### src/logic/vcap_consts.svh
// register offsets, reset values, mode table and timing counts
`ifndef VCAP_CONSTS_SVH
`define VCAP_CONSTS_SVH
`define VCAP_OFF_CTRL 8'h00
`define VCAP_OFF_STAT 8'h04
`define VCAP_OFF_HPOS 8'h08
`define VCAP_OFF_VPOS 8'h0c
`define VCAP_OFF_HSIZE 8'h10
`define VCAP_OFF_VSIZE 8'h14
`define VCAP_OFF_PHASE 8'h18
`define VCAP_OFF_MEAS 8'h1c
`define VCAP_CTRL_TOGGLE 0
`define VCAP_STAT_MAN 0
`define VCAP_STAT_VALID 1
`define VCAP_STAT_LOCK 2
`define VCAP_STAT_IDX 3
`define VCAP_PHASE_RST 9'h0b4
`define VCAP_PHASE_MAX 9'h167
`define VCAP_BLACK_LVL 8'h10
`define VCAP_WIN_DIV 12'h014
`define VCAP_TOL_HPER 16'h0008
`define VCAP_TOL_VLIN 12'h002
`define VCAP_M0_HPER 16'h0320
`define VCAP_M0_VLIN 12'h20d
`define VCAP_M0_HST 12'h090
`define VCAP_M0_HW 12'h280
`define VCAP_M0_VST 12'h023
`define VCAP_M0_VH 12'h1e0
`define VCAP_M1_HPER 16'h0540
`define VCAP_M1_VLIN 12'h326
`define VCAP_M1_HST 12'h128
`define VCAP_M1_HW 12'h400
`define VCAP_M1_VST 12'h023
`define VCAP_M1_VH 12'h300
`endif

### src/logic/vcap_pkg.sv
// types shared by the capture front end
package vcap_pkg;
	typedef enum logic [2:0] {
		VCAP_IDLE = 3'b001,
		VCAP_SEARCH = 3'b010,
		VCAP_LOCKED = 3'b100
	} vcap_state_t;
	typedef struct packed {
		logic [15:0] hper;
		logic [11:0] vlin;
		logic [11:0] hst;
		logic [11:0] hw;
		logic [11:0] vst;
		logic [11:0] vh;
	} vcap_mode_t;
endpackage : vcap_pkg

### src/logic/vcap_top.sv
// graphics input capture: mode identification and automatic positioning
// Contract
// - take one digitised brightness value per pixel period
// - on new input measure line/frame rates, load nominal timing
// - capture window is nominal position plus and minus five percent
// - in automatic mode find outer left, right, top, bottom edges
// - all four edges inside window: size and position follow them
// - any edge outside window: keep previous size and position
// - once locked hold settings until a new input appears or automatic mode is re-entered
// - separate position settings report automatic values in auto mode
// - manual mode applies operator-written positions instead
// - one toggle request swaps automatic and manual mode
// - entering manual keeps last automatic positions as start
// - returning to automatic sends an identified input back to edge search, keeping the current frame's edges
// - sampling phase is held in degrees of one pixel period
// - sample near the middle of each pixel step
`timescale 1ns/1ns
`include "vcap_consts.svh"
module vcap_top (
	input wire logic pclk,
	input wire logic presetn,
	input wire logic psel,
	input wire logic penable,
	input wire logic pwrite,
	input wire logic [7:0] paddr,
	input wire logic [31:0] pwdata,
	output logic [31:0] prdata,
	output logic pready,
	output logic pslverr,
	input wire logic hsync_i,
	input wire logic vsync_i,
	input wire logic pix_vld_i,
	input wire logic [7:0] pix_i,
	output logic [7:0] pix_o,
	output logic pix_vld_o,
	output logic [11:0] hpos_o,
	output logic [11:0] vpos_o,
	output logic [11:0] hsize_o,
	output logic [11:0] vsize_o,
	output logic [8:0] phase_o,
	output logic locked_o
);
	import vcap_pkg::*;

	function automatic vcap_mode_t mode_tab(input logic idx);
		vcap_mode_t m;
		m = idx ? {`VCAP_M1_HPER, `VCAP_M1_VLIN, `VCAP_M1_HST,
			`VCAP_M1_HW, `VCAP_M1_VST, `VCAP_M1_VH} :
			{`VCAP_M0_HPER, `VCAP_M0_VLIN, `VCAP_M0_HST,
			`VCAP_M0_HW, `VCAP_M0_VST, `VCAP_M0_VH};
		return m;
	endfunction : mode_tab

	function automatic logic near16(input logic [15:0] a,
		input logic [15:0] b);
		return ((a > b) ? a - b : b - a) <= `VCAP_TOL_HPER;
	endfunction : near16

	// window is nominal +/- nominal/20, i.e. five percent
	function automatic logic in_win(input logic [11:0] v,
		input logic [11:0] nom);
		logic [11:0] d;
		d = nom / `VCAP_WIN_DIV;
		return (v >= nom - d) && (v <= nom + d);
	endfunction : in_win

	function automatic logic mode_hit(input vcap_mode_t m,
		input logic [15:0] hp, input logic [11:0] vl);
		logic [11:0] dv;
		dv = (vl > m.vlin) ? vl - m.vlin : m.vlin - vl;
		return near16(hp, m.hper) && (dv <= `VCAP_TOL_VLIN);
	endfunction : mode_hit

	////////////////////////////////////////////////////////////////////////
	// measurement and edge scan
	logic [15:0] hcnt_r, hcnt_nxt, hper_r, hper_nxt;
	logic [11:0] col_r, col_nxt, row_r, row_nxt;
	logic [11:0] lft_r, lft_nxt, rgt_r, rgt_nxt;
	logic [11:0] top_r, top_nxt, bot_r, bot_nxt;
	logic seen_r, seen_nxt;
	logic [7:0] pix_r, pix_nxt;
	logic pvld_r, pvld_nxt;
	logic bright;

	assign bright = pix_vld_i && (pix_i > `VCAP_BLACK_LVL);

	always_comb begin
		hcnt_nxt = hcnt_r + 16'h0001;
		hper_nxt = hper_r;
		col_nxt = col_r;
		row_nxt = row_r;
		lft_nxt = lft_r;
		rgt_nxt = rgt_r;
		top_nxt = top_r;
		bot_nxt = bot_r;
		seen_nxt = seen_r;
		pix_nxt = pix_vld_i ? pix_i : pix_r;
		pvld_nxt = pix_vld_i;
		if (pix_vld_i) begin
			col_nxt = col_r + 12'h001;
		end
		if (bright) begin
			seen_nxt = 1'b1;
			if (!seen_r || col_r < lft_r) begin
				lft_nxt = col_r;
			end
			if (!seen_r || col_r > rgt_r) begin
				rgt_nxt = col_r;
			end
			if (!seen_r || row_r < top_r) begin
				top_nxt = row_r;
			end
			if (!seen_r || row_r > bot_r) begin
				bot_nxt = row_r;
			end
		end
		if (hsync_i) begin
			hper_nxt = hcnt_r;
			hcnt_nxt = 16'h0001;
			col_nxt = 12'h000;
			row_nxt = row_r + 12'h001;
		end
		if (vsync_i) begin
			row_nxt = 12'h000;
			seen_nxt = 1'b0;
		end
	end

	always_ff @(posedge pclk or negedge presetn) begin
		if (!presetn) begin
			hcnt_r <= 16'h0000;
			hper_r <= 16'h0000;
			col_r <= 12'h000;
			row_r <= 12'h000;
			lft_r <= 12'h000;
			rgt_r <= 12'h000;
			top_r <= 12'h000;
			bot_r <= 12'h000;
			seen_r <= 1'b0;
			pix_r <= 8'h00;
			pvld_r <= 1'b0;
		end else begin
			hcnt_r <= hcnt_nxt;
			hper_r <= hper_nxt;
			col_r <= col_nxt;
			row_r <= row_nxt;
			lft_r <= lft_nxt;
			rgt_r <= rgt_nxt;
			top_r <= top_nxt;
			bot_r <= bot_nxt;
			seen_r <= seen_nxt;
			pix_r <= pix_nxt;
			pvld_r <= pvld_nxt;
		end
	end

	////////////////////////////////////////////////////////////////////////
	// identification, positioning, mode and registers
	vcap_state_t st_r, st_nxt;
	logic valid_r, valid_nxt, idx_r, idx_nxt, man_r, man_nxt;
	logic [11:0] ah_r, ah_nxt, av_r, av_nxt, aw_r, aw_nxt, ay_r, ay_nxt;
	logic [11:0] mh_r, mh_nxt, mv_r, mv_nxt;
	logic [8:0] ph_r, ph_nxt;
	logic [31:0] rd_r, rd_nxt;
	vcap_mode_t nom, m0, m1;
	logic wr, setup, mapped, changed, edges_ok, hit0, hit1;

	assign nom = mode_tab(idx_r);
	assign m0 = mode_tab(1'b0);
	assign m1 = mode_tab(1'b1);
	assign hit0 = mode_hit(m0, hper_r, row_r);
	assign hit1 = mode_hit(m1, hper_r, row_r);
	// frame end compares the finished frame against the identified mode
	assign changed = !valid_r || !mode_hit(nom, hper_r, row_r);
	assign edges_ok = seen_r && in_win(lft_r, nom.hst)
		&& in_win(rgt_r, nom.hst + nom.hw - 12'h001)
		&& in_win(top_r, nom.vst)
		&& in_win(bot_r, nom.vst + nom.vh - 12'h001);
	assign wr = psel && penable && pwrite;
	assign setup = psel && !penable;
	assign mapped = paddr[1:0] == 2'b00 && paddr <= `VCAP_OFF_MEAS;

	always_comb begin
		st_nxt = st_r;
		valid_nxt = valid_r;
		idx_nxt = idx_r;
		man_nxt = man_r;
		ah_nxt = ah_r;
		av_nxt = av_r;
		aw_nxt = aw_r;
		ay_nxt = ay_r;
		mh_nxt = mh_r;
		mv_nxt = mv_r;
		ph_nxt = ph_r;
		rd_nxt = rd_r;
		if (vsync_i && changed) begin
			valid_nxt = hit0 || hit1;
			idx_nxt = !hit0 && hit1;
			if (hit0 || hit1) begin
				ah_nxt = hit0 ? m0.hst : m1.hst;
				aw_nxt = hit0 ? m0.hw : m1.hw;
				av_nxt = hit0 ? m0.vst : m1.vst;
				ay_nxt = hit0 ? m0.vh : m1.vh;
				st_nxt = VCAP_SEARCH;
			end else begin
				st_nxt = VCAP_IDLE;
			end
		end else if (vsync_i && st_r == VCAP_SEARCH && edges_ok) begin
			ah_nxt = lft_r;
			aw_nxt = rgt_r - lft_r + 12'h001;
			av_nxt = top_r;
			ay_nxt = bot_r - top_r + 12'h001;
			st_nxt = VCAP_LOCKED;
		end
		// a failed search frame leaves the settings alone
		if (wr) begin
			unique case (paddr)
			`VCAP_OFF_CTRL: begin
				if (pwdata[`VCAP_CTRL_TOGGLE]) begin
					man_nxt = !man_r;
					mh_nxt = ah_r;
					mv_nxt = av_r;
					if (man_r && valid_r) begin
						st_nxt = VCAP_SEARCH;
					end
				end
			end
			`VCAP_OFF_HPOS: begin
				if (man_r) begin
					mh_nxt = pwdata[11:0];
				end
			end
			`VCAP_OFF_VPOS: begin
				if (man_r) begin
					mv_nxt = pwdata[11:0];
				end
			end
			`VCAP_OFF_PHASE: begin
				// out-of-range degrees are refused, not wrapped
				if (pwdata[8:0] <= `VCAP_PHASE_MAX) begin
					ph_nxt = pwdata[8:0];
				end
			end
			default: begin
			end
			endcase
		end
		if (setup) begin
			rd_nxt = 32'h0000_0000;
			unique case (paddr)
			`VCAP_OFF_STAT: begin
				rd_nxt[`VCAP_STAT_MAN] = man_r;
				rd_nxt[`VCAP_STAT_VALID] = valid_r;
				rd_nxt[`VCAP_STAT_LOCK] = st_r == VCAP_LOCKED;
				rd_nxt[`VCAP_STAT_IDX] = idx_r;
			end
			`VCAP_OFF_HPOS: rd_nxt[11:0] = hpos_o;
			`VCAP_OFF_VPOS: rd_nxt[11:0] = vpos_o;
			`VCAP_OFF_HSIZE: rd_nxt[11:0] = aw_r;
			`VCAP_OFF_VSIZE: rd_nxt[11:0] = ay_r;
			`VCAP_OFF_PHASE: rd_nxt[8:0] = ph_r;
			`VCAP_OFF_MEAS: rd_nxt = {4'h0, row_r, hper_r};
			default: begin
			end
			endcase
		end
	end

	always_ff @(posedge pclk or negedge presetn) begin
		if (!presetn) begin
			st_r <= VCAP_IDLE;
			valid_r <= 1'b0;
			idx_r <= 1'b0;
			man_r <= 1'b0;
			ah_r <= 12'h000;
			av_r <= 12'h000;
			aw_r <= 12'h000;
			ay_r <= 12'h000;
			mh_r <= 12'h000;
			mv_r <= 12'h000;
			ph_r <= `VCAP_PHASE_RST;
			rd_r <= 32'h0000_0000;
		end else begin
			st_r <= st_nxt;
			valid_r <= valid_nxt;
			idx_r <= idx_nxt;
			man_r <= man_nxt;
			ah_r <= ah_nxt;
			av_r <= av_nxt;
			aw_r <= aw_nxt;
			ay_r <= ay_nxt;
			mh_r <= mh_nxt;
			mv_r <= mv_nxt;
			ph_r <= ph_nxt;
			rd_r <= rd_nxt;
		end
	end

	assign prdata = rd_r;
	assign pready = 1'b1;
	assign pslverr = psel && penable && !mapped;
	assign pix_o = pix_r;
	assign pix_vld_o = pvld_r;
	assign hpos_o = man_r ? mh_r : ah_r;
	assign vpos_o = man_r ? mv_r : av_r;
	assign hsize_o = aw_r;
	assign vsize_o = ay_r;
	assign phase_o = ph_r;
	assign locked_o = st_r == VCAP_LOCKED;
endmodule : vcap_top

### config.mk
export PLATFORM = sky130hd
export DESIGN_NAME = vcap_top
export DESIGN_NICKNAME = d
export VERILOG_FILES = /design/src/logic/vcap_pkg.sv /design/src/logic/vcap_top.sv
export VERILOG_INCLUDE_DIRS = /design/src /design/src/logic
export SDC_FILE = /design/constraint.sdc
export NUM_CORES = 1
export LEC_CHECK = 0
export ABC_AREA = 1
export ABC_CLOCK_PERIOD_IN_PS = 4350
export BUFFER_PORTS_ARGS = -buffer_cell sky130_fd_sc_hd__buf_2
export CORE_MARGIN = 2
export CORE_UTILIZATION = 62
export DETAILED_ROUTE_END_ITERATION = 8
export PLACE_DENSITY = 0.82
export RECOVER_POWER = 100
export SETUP_SLACK_MARGIN = 0.1
export SLEW_MARGIN = 10
export SYNTH_ARGS = -nofsm -noshare
export SYNTH_HDL_FRONTEND = slang
export SYNTH_SLANG_ARGS = --single-unit
### constraint.sdc
create_clock -name pclk -period 4.35 [get_ports pclk]
set_input_delay 0.2175 -clock pclk [delete_from_list [all_inputs] [get_ports pclk]]
set_output_delay 0.2175 -clock pclk [all_outputs]
set_load 0.01 [all_outputs]
==> flow_summary.ini <==
[layout]
drive_gt1_share_pct = 7.051
n_fill_cell = 2634
syn2layout_area_growth_pct = 10.31
nets = 3052
final_area_sq_um = 20380
final_util_pct = 69.13

[floorplanning]
die_area_sq_um = 31200
fp.dieW_microns = 176.6
pin_count = 157
die_h_microns = 176.6
core_sq_um = 29480
rows = 63
initial_core_util_pct = 62.67

[power]
leakagePower_nw = 10.73
power_density_nw_per_um2 = 255.7
ir_worst_vdd_v = 0.0003336

[grt]
antenna_found_initial = 1
grt_max_degree = 104
grt_pass1_vias = 18082
grt_pass1_wl_mm = 100.2
grt-ovfl-total = 0
track_usage_pct = 41.07

[clock_tree]
cts.clk_slew.worst_paths_ps = 60
post-cts-setup-buffers = 0
clock_path_buffers = 3
htreeDepth = 1
clock-root-buffer = clkbuf_16
cts.sinks = 229
post_cts_resized = 0
insertion_delay_ps = 570
ctsHoldBuffers = 20
cts_tree = yes
cts_buffers = 27

[routing]
routed_wl_mm = 63.84
via_count = 19470
drtAntennaViolNets = 0
drt_pass1_iterations = 8
wl_per_cell_microns = 19.60
drt-initial-drc-count = 2030
drc = 0
via_per_inst = 5.978

[placed_design]
dpl-instance-area_sq_um = 19520
hpwl_mm = 48.32
port_buffers = 131
place.gp.congestion = 1.002

[yosys]
ys_seq_area_share_pct = 31.05
syn_area_per_cell_sq_um = 6.820
synth_cells = 2709
synth-edff-count = 0
syn-cell-area_sq_um = 18480
ys_ff_latch = 229
async_flop_share_pct = 100.0
yosys_warnings = 0
ys.flop_type = dfrtp_1
synth_cell_types = 58

[hold_path]
hp-class = in -> reg
holdPathStages = 3

[setup_path]
worstPathArrival_ps = 4430
critPathKind = reg -> reg
worstPathRequired_ps = 4790
start_kind = register
critPathMaxFanout = 32
cp-end-kind = register
rr_worst_depth = 17

[timing]
clock.fmax_mhz = 251.0
worst_clock_skew_ps = 23.43
final_max_slew_viol_count = 87
hold_viol_final = 0
relSlewSlack_pct = -53.82
tightestPinTransition_ps = 2307
fin_tns_setup_ps = 0
post-route-period-util_pct = 91.58
setup_viol = 0
fin_crit_ps = 3984
rsz0062_at_grt = no
fin_hold_ws_ps = 30.40

[outcome]
outcome = complete, but fails checks
violations = capacitance limit, slew limit

[flow_run]
max_cap_viol_count = 1
area by class of cell:
class,instances,area (sq um),share of cell area (%)
multi-input cells,2102,11100,54.45
flip-flops and latches,229,5737,28.15
inverters,288,1087,5.335
repair buffers,198,1064,5.218
clock buffers,40,804.5,3.947
well taps,390,488.0,2.394
clock inverters,8,97.59,0.4789
diodes,2,5.005,0.02456
cell usage in the layout (no fill, tap or decap), drive strengths merged, types with 2 or more instances in the layout:
| master | instances |
|---|---|
| fa | 5 |
| a31oi | 19 |
| diode | 2 |
| dfrtp | 224 |
| a21o | 7 |
| dfstp | 5 |
| clkinv | 10 |
| buf | 72 |
| a221oi | 9 |
| and3 | 3 |
| nor2 | 249 |
| nor3 | 49 |
| clkbuf | 146 |
| nor4 | 12 |
| o21ai | 201 |
| or2 | 3 |
| xnor2 | 11 |
| o31ai | 18 |
| conb | 5 |
| clkinvlp | 2 |
| o211ai | 18 |
| o22ai | 7 |
| inv | 283 |
| xor2 | 41 |
| ha | 145 |
| dlygate4sd3 | 20 |
| o2111ai | 11 |
| nand4 | 35 |
| nand2 | 906 |
| nand3 | 217 |
| nand3b | 7 |
| a22o | 4 |
| a21oi | 103 |
| a211oi | 8 |
synth_stat cells (all sizes together) (5+ instances only):
cell	count	share of area [%]
nand2	906	19
inv	282	5.8
nor2	249	5.7
dfrtp	224	30
nand3	217	6.4
o21ai	201	5.4
ha	145	9.8
a21oi	103	2.8
nor3	49	1.5
clkbuf	48	0.98
buf	45	1.8
xor2	41	1.9
nand4	35	1.2
a31oi	19	0.64
o211ai	18	0.73
o31ai	18	0.73
nor4	12	0.41
o2111ai	11	0.52
xnor2	11	0.52
a221oi	9	0.43
a211oi	8	0.33
a21o	7	0.28
nand3b	7	0.28
o22ai	7	0.24
clkinv	6	0.14
dfstp	5	0.71
fa	5	0.54
worst max-delay path, stage by stage (launching register included):
cell	delay [ps]
dfrtp_1	680
clkinvlp_2	660
nand2_1	420
nor2_1	140
nand2_1	100
xor2_1	150
nand2_1	70
nand2_1	80
nand3_1	80
nor2_1	230
nand3_1	110
nand2_1	210
nand2_1	100
nand2_1	90
nand2_2	150
clkbuf_4	340
nand3_1	170
nand2_1	80
final timing paths:
kind	to	slack, ps	startpoint
worst max-delay path	hsize_o[0]	370	hper_r[11]
worst min-delay path	phase_o[2]	30	pwdata[2]
worst max register to register	hsize_o[0]	370	hper_r[11]
worst min register to register	pix_o[7]	470	pix_o[7]
max in group asynchronous	bot_r[1]	940	presetn
min in group asynchronous	prdata[9]	840	presetn
sequential cells by signal, summed over array words and instances, names as in the netlist, 3 cells and up:
signal / count
mh_r: 12
phase_o: 9
st_r: 3
bot_r: 12
rgt_r: 12
ah_r: 12
vsize_o: 12
lft_r: 12
pix_o: 8
hper_r: 16
hsize_o: 12
prdata: 28
col_r: 12
row_r: 12
mv_r: 12
top_r: 12
av_r: 12
hcnt_r: 16
through the flow:
step | power (mW) | setup slack [ps] | instances
2_1_floorplan | 2.693 | 721.6 | 2712
3_3_place_gp | 2.920 | 697.7 | 3187
3_5_place_dp | 2.933 | 645.6 | 3187
4_1_cts | 5.207 | 624.1 | 3255
5_1_grt | 5.384 | 155.0 | 3256
6_report | 5.212 | 366.3 | 3257
power breakdown:
group / total, mW / switching (mW) / internal [mW]
combinational: 0.690 / 0.466 / 0.224
clock: 2.29 / 0.943 / 1.34
sequential: 2.24 / 0.0577 / 2.18
total: 5.21 / 1.47 / 3.75
logic make-up (layout without fill, tap and decap cells):
group	count (synthesis)	in the layout	synth area share, %
compound gates	413	413	12.74
xor+xnor	52	52	2.465
fa+ha+maj	150	150	10.36
buf+inv	381	534	8.702
flops	229	229	31.05
other cells	2	7	0.04065
simple gates	1482	1482	34.64
routing by layer:
layer	vias up	share of wire, %	wire [microns]	GRT usage [%]
li1	9144	-	-	-
met1	9047	40	25700	55.69
met2	1091	44	28380	64.79
met3	188	10	6559	6.229
met4	0	5.0	3190	19.21
met5	-	0	0	0
Note: power is estimated with default switching activity, not from simulation.
